===== src/verilog/tcr_pkg.sv =====
// tcr_pkg: constants and types shared by the timer control and auto-reload block
`default_nettype none
package tcr_pkg;
    // ------------------------------------------------------------
    // timer control register
    // ------------------------------------------------------------
    localparam logic [7:0] TCR_TIMER_CONTROL_ADDR  = 8'h88;
    localparam logic [7:0] TCR_TIMER_CONTROL_RESET = 8'h00;
    localparam int TCR_BIT_T1_FLAG  = 7;
    localparam int TCR_BIT_T1_RUN   = 6;
    localparam int TCR_BIT_T0_FLAG  = 5;
    localparam int TCR_BIT_T0_RUN   = 4;
    localparam int TCR_BIT_X1_FLAG  = 3;
    localparam int TCR_BIT_X1_EDGE  = 2;
    localparam int TCR_BIT_X0_FLAG  = 1;
    localparam int TCR_BIT_X0_EDGE  = 0;

    // ------------------------------------------------------------
    // timer 2 auto-reload
    // ------------------------------------------------------------
    localparam logic [15:0] TCR_T2_MAX_COUNT = 16'hFFFF;
    localparam logic [15:0] TCR_T2_COUNT_RESET = 16'h0000;

    // ------------------------------------------------------------
    // uart baud load: divide = 16 * (256 - load), baud_doubler and
    // timer1_sysclk_select set by software
    // ------------------------------------------------------------
    localparam int TCR_BAUD_DIVIDE_EXAMPLE = 208;
    localparam logic [7:0] TCR_BAUD_LOAD_EXAMPLE = 8'hF3;

    typedef struct packed {
        logic run;
        logic capture_reload_select;
        logic clock_select;
        logic external_enable;
    } tcr_t2_cfg_s;

    typedef struct packed {
        logic ext_irq1;
        logic ext_irq0;
        logic timer1;
        logic timer0;
    } tcr_vector_ack_s;

    function automatic logic [7:0] tcr_baud_load(input logic [15:0] divide);
        logic [15:0] q;
        q = divide >> 4;
        return 8'(16'h0100 - q);
    endfunction
endpackage
`default_nettype wire


===== src/verilog/tcr_timer_control.sv =====
// tcr_timer_control: timer control register, external interrupt flags, timer 2 auto-reload
`timescale 1ns/1ps
`default_nettype none
// Behaviour
// - Timer 1 overflow sets its flag; software clears it; vectoring clears it.
// - Timer 0 overflow sets its flag; software clears it; vectoring clears it.
// - Timer 1 run bit high enables Timer 1 counting, low disables it.
// - Timer 0 run bit high enables Timer 0 counting, low disables it.
// - External interrupt 1 flag set on edge or level chosen by select bit.
// - Edge mode: interrupt 1 flag cleared by software or by vectoring.
// - Level mode: interrupt 1 flag follows inverse of its input, not latched.
// - Interrupt 1 select: 1 falling edge, 0 active-low level.
// - Interrupt 0 flag set on chosen edge or level; edge mode clears likewise.
// - Level mode: interrupt 0 flag tracks inverse of its input.
// - Timer 2 sets its overflow flag when a tick finds it at FFFF; it then loads the reload value.
// - Timer 2 flag set and interrupt enabled requests an interrupt.
// - On overflow Timer 2 loads the 16-bit reload value and keeps counting.
// - Timer 2 runs auto-reload when capture/reload select is 0.
// - Writing 1 to Timer 2 run bit starts Timer 2 counting.
// - Timer 2 clock select picks system clock or external pin falling edges.
// - External enable 1: trigger falling edge also reloads Timer 2.
// - External enable 0: trigger input transitions are ignored.
module tcr_timer_control
    import tcr_pkg::*;
#(
    parameter int COUNT_WIDTH = 16
) (
    input  wire logic                   sys_clk,
    input  wire logic                   sys_rst,
    input  wire logic [7:0]             sfr_addr,
    input  wire logic                   sfr_wr,
    input  wire logic [7:0]             sfr_wdata,
    input  wire logic                   sfr_rd,
    output logic      [7:0]             sfr_rdata,
    input  wire logic                   timer0_overflow,
    input  wire logic                   timer1_overflow,
    input  wire tcr_vector_ack_s        vector_ack,
    input  wire logic                   ext_irq0_n,
    input  wire logic                   ext_irq1_n,
    input  wire tcr_t2_cfg_s            timer2_cfg,
    input  wire logic [7:0]             timer2_reload_high,
    input  wire logic [7:0]             timer2_reload_low,
    input  wire logic                   timer2_count_pin,
    input  wire logic                   timer2_external_trigger,
    input  wire logic                   timer2_flag_clear,
    input  wire logic                   timer2_irq_enable,
    output logic                        timer0_run,
    output logic                        timer1_run,
    output logic                        ext_irq0_flag,
    output logic                        ext_irq1_flag,
    output logic                        timer0_overflow_flag,
    output logic                        timer1_overflow_flag,
    output logic [COUNT_WIDTH-1:0]      timer2_count,
    output logic                        timer2_overflow_flag,
    output logic                        timer2_irq
);
    // a width the reload path cannot serve is refused at elaboration
    if (COUNT_WIDTH != 16) begin : g_width_check
        $error("timer 2 reload path is exactly 16 bits wide");
    end

    // ------------------------------------------------------------
    // decode helpers
    // ------------------------------------------------------------
    // write and read ports share one address decode
    function automatic logic ctrl_hit(
        input logic [7:0] addr
    );
        return addr == TCR_TIMER_CONTROL_ADDR;
    endfunction

    // high in the last sample and low in this one is a falling edge
    function automatic logic fell_edge(
        input logic prev,
        input logic now
    );
        return prev && !now;
    endfunction

    // edge-mode flag: hardware set beats vector clear beats software write
    function automatic logic edge_flag_next(
        input logic cur,
        input logic set,
        input logic ack,
        input logic wr,
        input logic wbit
    );
        logic nxt;
        nxt = cur;
        if (set) begin
            nxt = 1'b1;
        end else if (ack) begin
            nxt = 1'b0;
        end else if (wr) begin
            nxt = wbit;
        end
        return nxt;
    endfunction

    // ------------------------------------------------------------
    // register state
    // ------------------------------------------------------------
    logic       t1_flag_q;
    logic       t1_run_q;
    logic       t0_flag_q;
    logic       t0_run_q;
    logic       x1_flag_q;
    logic       x1_edge_q;
    logic       x0_flag_q;
    logic       x0_edge_q;
    logic [7:0] rdata_q;
    logic       wr_ctrl;
    logic [7:0] ctrl_view;

    // only this one address decodes here; every other address belongs elsewhere
    assign wr_ctrl = sfr_wr && ctrl_hit(sfr_addr);
    assign ctrl_view = {t1_flag_q, t1_run_q, t0_flag_q, t0_run_q,
                        x1_flag_q, x1_edge_q, x0_flag_q, x0_edge_q};

    // ------------------------------------------------------------
    // pin history for edge detection
    // ------------------------------------------------------------
    logic x0_prev_q;
    logic x1_prev_q;
    logic t2_pin_prev_q;
    logic t2_trig_prev_q;
    logic x0_fall;
    logic x1_fall;
    logic t2_pin_fall;
    logic t2_trig_fall;

    // pins are taken as synchronous, so one sample of history is enough
    // pins idle high, so history resets high to avoid a false edge
    always_ff @(posedge sys_clk or posedge sys_rst) begin
        if (sys_rst) begin
            x0_prev_q      <= 1'b1;
            x1_prev_q      <= 1'b1;
            t2_pin_prev_q  <= 1'b1;
            t2_trig_prev_q <= 1'b1;
        end else begin
            x0_prev_q      <= ext_irq0_n;
            x1_prev_q      <= ext_irq1_n;
            t2_pin_prev_q  <= timer2_count_pin;
            t2_trig_prev_q <= timer2_external_trigger;
        end
    end

    assign x0_fall      = fell_edge(x0_prev_q, ext_irq0_n);
    assign x1_fall      = fell_edge(x1_prev_q, ext_irq1_n);
    assign t2_pin_fall  = fell_edge(t2_pin_prev_q, timer2_count_pin);
    assign t2_trig_fall = fell_edge(t2_trig_prev_q, timer2_external_trigger);

    // ------------------------------------------------------------
    // run and type-select bits
    // ------------------------------------------------------------
    always_ff @(posedge sys_clk or posedge sys_rst) begin
        if (sys_rst) begin
            t1_run_q  <= TCR_TIMER_CONTROL_RESET[TCR_BIT_T1_RUN];
            t0_run_q  <= TCR_TIMER_CONTROL_RESET[TCR_BIT_T0_RUN];
            x1_edge_q <= TCR_TIMER_CONTROL_RESET[TCR_BIT_X1_EDGE];
            x0_edge_q <= TCR_TIMER_CONTROL_RESET[TCR_BIT_X0_EDGE];
        end else if (wr_ctrl) begin
            t1_run_q  <= sfr_wdata[TCR_BIT_T1_RUN];
            t0_run_q  <= sfr_wdata[TCR_BIT_T0_RUN];
            x1_edge_q <= sfr_wdata[TCR_BIT_X1_EDGE];
            x0_edge_q <= sfr_wdata[TCR_BIT_X0_EDGE];
        end
    end

    // ------------------------------------------------------------
    // timer overflow flags: hardware set wins over any clear
    // ------------------------------------------------------------
    // the timer 0 and 1 counters sit outside; only their overflow pulses arrive
    always_ff @(posedge sys_clk or posedge sys_rst) begin
        if (sys_rst) begin
            t1_flag_q <= TCR_TIMER_CONTROL_RESET[TCR_BIT_T1_FLAG];
        end else begin
            t1_flag_q <= edge_flag_next(t1_flag_q, timer1_overflow, vector_ack.timer1,
                                        wr_ctrl, sfr_wdata[TCR_BIT_T1_FLAG]);
        end
    end

    always_ff @(posedge sys_clk or posedge sys_rst) begin
        if (sys_rst) begin
            t0_flag_q <= TCR_TIMER_CONTROL_RESET[TCR_BIT_T0_FLAG];
        end else begin
            t0_flag_q <= edge_flag_next(t0_flag_q, timer0_overflow, vector_ack.timer0,
                                        wr_ctrl, sfr_wdata[TCR_BIT_T0_FLAG]);
        end
    end

    // ------------------------------------------------------------
    // external interrupt flags
    // ------------------------------------------------------------
    // level mode ignores software writes: the flag mirrors the pin
    // level flags run one cycle behind their pin
    // a pin held low across a switch to edge mode sets nothing until it rises
    always_ff @(posedge sys_clk or posedge sys_rst) begin
        if (sys_rst) begin
            x1_flag_q <= TCR_TIMER_CONTROL_RESET[TCR_BIT_X1_FLAG];
        end else if (!x1_edge_q) begin
            x1_flag_q <= !ext_irq1_n;
        end else begin
            x1_flag_q <= edge_flag_next(x1_flag_q, x1_fall, vector_ack.ext_irq1,
                                        wr_ctrl, sfr_wdata[TCR_BIT_X1_FLAG]);
        end
    end

    always_ff @(posedge sys_clk or posedge sys_rst) begin
        if (sys_rst) begin
            x0_flag_q <= TCR_TIMER_CONTROL_RESET[TCR_BIT_X0_FLAG];
        end else if (!x0_edge_q) begin
            x0_flag_q <= !ext_irq0_n;
        end else begin
            x0_flag_q <= edge_flag_next(x0_flag_q, x0_fall, vector_ack.ext_irq0,
                                        wr_ctrl, sfr_wdata[TCR_BIT_X0_FLAG]);
        end
    end

    // ------------------------------------------------------------
    // register read port, one cycle after the strobe
    // ------------------------------------------------------------
    // zero between reads keeps a stale value off the shared read bus
    always_ff @(posedge sys_clk or posedge sys_rst) begin
        if (sys_rst) begin
            rdata_q <= 8'h00;
        end else if (sfr_rd && ctrl_hit(sfr_addr)) begin
            rdata_q <= ctrl_view;
        end else begin
            rdata_q <= 8'h00;
        end
    end

    // ------------------------------------------------------------
    // timer 2, 16-bit auto-reload
    // ------------------------------------------------------------
    logic [15:0] t2_count_q;
    logic        t2_flag_q;
    logic        t2_irq_q;
    logic        t2_active;
    logic        t2_tick;
    logic        t2_wrap;
    logic        t2_ext_reload;
    logic [15:0] t2_reload;

    // capture mode is not built here: with it selected nothing counts or reloads
    assign t2_active = timer2_cfg.run && !timer2_cfg.capture_reload_select;
    assign t2_tick = t2_active &&
                     (timer2_cfg.clock_select ? t2_pin_fall : 1'b1);
    assign t2_wrap = t2_tick && (t2_count_q == TCR_T2_MAX_COUNT);
    assign t2_ext_reload = !timer2_cfg.capture_reload_select &&
                           timer2_cfg.external_enable && t2_trig_fall;
    assign t2_reload = {timer2_reload_high, timer2_reload_low};

    // a trigger reload and a tick together: the reload wins, the tick is lost
    // the trigger reload ignores the run bit, so a stopped timer can be preset
    always_ff @(posedge sys_clk or posedge sys_rst) begin
        if (sys_rst) begin
            t2_count_q <= TCR_T2_COUNT_RESET;
        end else if (t2_wrap || t2_ext_reload) begin
            t2_count_q <= t2_reload;
        end else if (t2_tick) begin
            t2_count_q <= t2_count_q + 16'h0001;
        end
    end

    // an overflow beats a clear that lands in the same cycle
    always_ff @(posedge sys_clk or posedge sys_rst) begin
        if (sys_rst) begin
            t2_flag_q <= 1'b0;
        end else if (t2_wrap) begin
            t2_flag_q <= 1'b1;
        end else if (timer2_flag_clear) begin
            t2_flag_q <= 1'b0;
        end
    end

    // the request trails the flag by one cycle so it leaves from a flip-flop
    always_ff @(posedge sys_clk or posedge sys_rst) begin
        if (sys_rst) begin
            t2_irq_q <= 1'b0;
        end else begin
            t2_irq_q <= t2_flag_q && timer2_irq_enable;
        end
    end

    // ------------------------------------------------------------
    // outputs
    // ------------------------------------------------------------
    // every output is a flip-flop; nothing is decoded on the way out
    assign sfr_rdata            = rdata_q;
    assign timer0_run           = t0_run_q;
    assign timer1_run           = t1_run_q;
    assign ext_irq0_flag        = x0_flag_q;
    assign ext_irq1_flag        = x1_flag_q;
    assign timer0_overflow_flag = t0_flag_q;
    assign timer1_overflow_flag = t1_flag_q;
    assign timer2_count         = t2_count_q;
    assign timer2_overflow_flag = t2_flag_q;
    assign timer2_irq           = t2_irq_q;
endmodule
`default_nettype wire


===== config.mk =====
export PLATFORM = sky130hd
export DESIGN_NAME = tcr_timer_control
export DESIGN_NICKNAME = d
export VERILOG_FILES = /design/src/verilog/tcr_pkg.sv /design/src/verilog/tcr_timer_control.sv
export SDC_FILE = /design/constraint.sdc
export NUM_CORES = 1
export LEC_CHECK = 0
export BUFFER_PORTS_ARGS = -buffer_cell sky130_fd_sc_hd__buf_2
export CELL_PAD_IN_SITES_DETAIL_PLACEMENT = 1
export CELL_PAD_IN_SITES_GLOBAL_PLACEMENT = 2
export CORE_AREA = 5 5 96 89
export CTS_CLUSTER_SIZE = 14
export DETAILED_ROUTE_END_ITERATION = 10
export DIE_AREA = 0 0 101 94
export HOLD_SLACK_MARGIN = 0.05
export MAX_ROUTING_LAYER = met4
export PLACE_DENSITY = 0.72
export SETUP_SLACK_MARGIN = 0.02
export SLEW_MARGIN = 30
export SYNTH_ARGS = -nofsm -noshare
export SYNTH_HDL_FRONTEND = slang
export SYNTH_SLANG_ARGS = --single-unit

===== constraint.sdc =====
create_clock -name sys_clk -period 1.8 [get_ports sys_clk]
set_input_delay 0.36 -clock sys_clk [delete_from_list [all_inputs] [get_ports sys_clk]]
set_output_delay 0.36 -clock sys_clk [all_outputs]
set_load 0.1 [all_outputs]

After elaboration in Yosys (flattened, before gate mapping) --
Cells that the tools add are included.
Word-level totals: bits in registers 38, input bits 52, output and inout port bits 32, logic and storage cells 63
Cells by class: $add $sub $neg 1, eq/ne operators 4, muxes and demuxes 20, reductions and logical operators 22
Operator list (count):
- two-way mux 16 bit | 2
- two-way mux 1 bit | 17
- adder 16 x 1 -> 16 bit, second input constant | 1
- == test 16 bit, second input constant | 1
- logical AND 1 bit | 12
- == test 8 bit, second input constant | 1
- two-way mux 8 bit | 1
- inequality test 4 x 2 -> 1 bit, second input constant | 2
- nonzero test 3 bit | 2
- logical NOT 1 bit | 5
- nonzero test 2 bit | 2
- logical OR 1 bit | 1

Depth between registers and ports, before layout --
depth after elaboration 7, depth in mapped cells 7

Least setup slack after synthesis --
OpenSTA, ideal clock, no wires.
kind reg-to-reg, start register t2_count_q[0] (netlist: timer2_count[0]), end register t2_count_q[10] (netlist: timer2_count[10]), arrival time 2.379 ns, data required time 1.677 ns, path slack -0.703 ns, cell stages (with the launch flop) 7, buffers on the path 1, clock period less this slack 2.503 ns, path through dfrtp_1 ha_1 nand3b_4 a2111oi_4 a41o_1 buf_2 o21ai_1
On the way: word-level cells in the longest chain between the ends 4, elaborated cells on any way between the ends 7, those cells by class add/sub (1); eq/ne (1); mux (2); reduce/logical (3)
Ends and longest elaborated chain:
- from (decl) | RTL line tcr_timer_control.sv:237 | logic [15:0] t2_count_q;
- from (signal assigned) | RTL line tcr_timer_control.sv:261 | t2_count_q <= t2_reload;
- from (signal assigned) | RTL line tcr_timer_control.sv:263 | t2_count_q <= t2_count_q + 16'h0001;
- branches (longest 4 deep; another with adder 16 x 1 -> 16 bit)
Parallel ways; which one is timed is not known. The select of a mux whose other input is x is not followed. A chain may end at the register's enable or synchronous reset.

Worst setup path after layout --
start register t2_count_q[1] (netlist: timer2_count[1]), end register t2_count_q[7] (netlist: timer2_count[7])
Same word-level chain as after synthesis.

==> impl_metrics.json <==
{
  "htree_levels": 2,
  "postSynthAreaPerCell_um2": 11.5,
  "status": "finished, final reports clean",
  "synth_seq_cells": 38,
  "place.gp.congestion": 0.735,
  "end_kind": "flip-flop",
  "timing.fmax_ghz": 0.600,
  "synth.distinct_cells": 37,
  "clk_root_buffer_cell": "clkbuf_8",
  "dieArea_um2": 9490,
  "vias": 1495,
  "fp-row-count": 30,
  "syn_area_um2": 1740,
  "grt_use_total": 0.110,
  "setup_violations": 0,
  "slew-limit-headroom": 0.666,
  "viasPerCell": 4.32,
  "period_share": 0.926,
  "grt_max_degree": 39,
  "drt_iter0_markers": 32,
  "num_antenna_cells": 0,
  "post-route-util": 0.342,
  "syn_inst": 151,
  "tritoncts": "done",
  "fin_worst_skew_ps": 6.90,
  "drt-total-wl_mm": 4.97,
  "place_area_um2": 2380,
  "power_w": 0.00322,
  "fin_nets": 302,
  "ys_warn_count": 0,
  "fin_crit_ps": 1670,
  "rr_worst_depth": 7,
  "start_util": 0.235,
  "cap_violations": 0,
  "cellPowerDensity_nw_per_um2": 1270,
  "die_w_um": 101,
  "drc": 0,
  "syn_to_final_growth_pct": 45.4,
  "port_buffers": 83,
  "ys_seq_area_frac": 0.549,
  "path_class": "flip-flop to flip-flop",
  "clk_pin_slew_ps": 80,
  "core_um2": 7390,
  "finalMaxSlewViolations": 0,
  "cp.arrival_ps": 1880,
  "wl_per_cell_um": 14.4,
  "p_leak_nw": 1.24,
  "finalHoldWorstSlack_ps": 175,
  "place_inst": 336,
  "synth_fp_nets": 204,
  "antenna_found_initial": 0,
  "gr-total-overflow": 0,
  "pin_count": 84,
  "final_cells": 346,
  "die_h_um": 94,
  "critical_path.max_fanout": 24,
  "grt_pass1_vias": 1618,
  "final_area_um2": 2530,
  "postCtsHoldBufs": 0,
  "cts_buffers": 5,
  "clockBufferDepth": 2,
  "cts_sinks": 38,
  "drive_gt1_frac": 0.512,
  "antenna_left": 0,
  "rsz0062_at_grt": "yes",
  "grt_pass1_wl_mm": 7.92,
  "hp-class": "input port to async pin",
  "crit_required_ps": 2010,
  "critPathLaunchType": "flip-flop",
  "hold_viol": 0,
  "tightest_slew_ps": 505,
  "irDropWorstVdd_mv": 0.458,
  "drt_pass1_iterations": 4,
  "clock_latency_ps": 290,
  "hpwl_mm": 3.95
}
-- registers in the layout (all words and copies together) (netlist names) --
register and count:
timer0_run 1, x0_edge_q 1, timer2_overflow_flag 1, timer2_count 16, x0_prev_q 1, sfr_rdata 8, timer2_irq 1, timer1_overflow_flag 1
timer0_overflow_flag 1, t2_pin_prev_q 1, t2_trig_prev_q 1, ext_irq0_flag 1, x1_prev_q 1, x1_edge_q 1, ext_irq1_flag 1, timer1_run 1
-- cells by family after synthesis --
family	count (synthesis)	synth area share
flip-flops	38	0.549
AO/OA/AOI/OAI	27	0.108
buffers and inverters	8	0.0223
adder cells (fa/ha/maj)	1	0.00719
AND/OR/NAND/NOR	53	0.183
XOR/XNOR	15	0.0755
multiplexers	9	0.0546
-- Yosys cell counts --
cell	number	area, um^2
dfrtp_1	34	851
nand2_1	18	67.6
o21ai_1	16	80.1
and3_1	12	75.1
xor2_1	9	78.8
nand3_1	6	30.0
xnor2_1	6	52.6
inv_1	5	18.8
mux2i_1	5	50.1
dfstp_2	4	105
mux2_1	3	33.8
nand4_1	3	18.8
a21oi_1	2	10.0
buf_4	2	15.0
nor2_1	2	7.51
o21bai_1	2	15.0
o32ai_1	2	17.5
a2111oi_2	1	15.0
a2111oi_4	1	27.5
a211oi_1	1	7.51
a41o_1	1	10.0
and2_1	1	6.26
and4_1	1	8.76
buf_2	1	5.00
ha_1	1	12.5
mux2_2	1	11.3
nand2_2	1	6.26
nand2b_1	1	6.26
nand2b_4	1	13.8
nand3_2	1	10.0
nand3b_4	1	20.0
nand4b_1	1	8.76
nand4bb_1	1	11.3
nor2_4	1	11.3
nor4bb_1	1	10.0
o21ai_0	1	5.00
or4_1	1	7.51
-- power breakdown --
part	total, W	internal [W]	switching (W)
clock	0.000732	0.000412	0.000320
sequential	0.00116	0.00102	0.000141
combinational	0.00133	0.000286	0.00104
total	0.00322	0.00172	0.00150
-- worst max-delay path, stage by stage (launching register included) --
cell and delay (ps):
dfrtp_4 450, ha_4 150, nand3b_4 90, a2111oi_4 320
a41o_1 280, buf_12 170, nand2_1 60, o21ai_1 70
-- layout make-up --
class | instances | area [um^2]
Sequential cell | 38 | 991
Clock buffer | 5 | 68.8
Timing Repair Buffer | 94 | 510
Clock inverter | 3 | 45.0
Inverter | 5 | 18.8
Fill cell | 862 | 4860
Tap cell | 96 | 120
Multi-Input combinational cell | 105 | 776
-- layout by cell type (no fill, tap or decap), types with 5 or more instances in the layout --
cell / count
clkbuf_8: 5
buf_4: 10
xnor2_1: 6
buf_2: 83
xor2_1: 9
mux2i_1: 5
dfrtp_4: 8
dfrtp_1: 22
nand3_1: 5
o21ai_1: 16
inv_1: 5
nand2_1: 18
and3_1: 12
-- per-stage QoR --
| stage | setup TNS [ps] | setup slack [ps] |
|---|---|---|
| 3_5_place_dp | -117 | -43.2 |
| 4_1_cts | 0 | 79.6 |
| 3_3_place_gp | -1.65 | -1.45 |
| 5_1_grt | 0 | 10.6 |
| 2_1_floorplan | -2150 | -136 |
| 6_report | 0 | 133 |
-- worst paths after layout --
| kind | from | end | slack (ps) |
|---|---|---|---|
| hold / removal | sys_rst | sfr_rdata[6] | 180 |
| max in group asynchronous | sys_rst | timer2_count[1] | 1240 |
| min in group sys_clk | ext_irq0_n | x0_prev_q | 180 |
| setup reg to reg | timer2_count[1] | timer2_count[7] | 130 |
| hold reg to reg | timer1_run | timer1_run | 510 |
| setup / recovery | timer2_count[1] | timer2_count[7] | 130 |
-- layer usage --
layer	GRT usage	share of wire	vias to the layer above
li1	-	-	726
met1	0.135	0.43	731
met2	0.182	0.51	34
met3	0.0238	0.052	4
met4	0.0332	0.0080	0
met5	-	0	-
-- what timing repair did --
action | in CTS | in global routing
buffers inserted | 0 | 2
resized for setup | 0 | 2
endpoints found under the hold margin | 0 | 0
setup endpoints to repair | 0 | 9
Power figures use the tool's default switching activity.
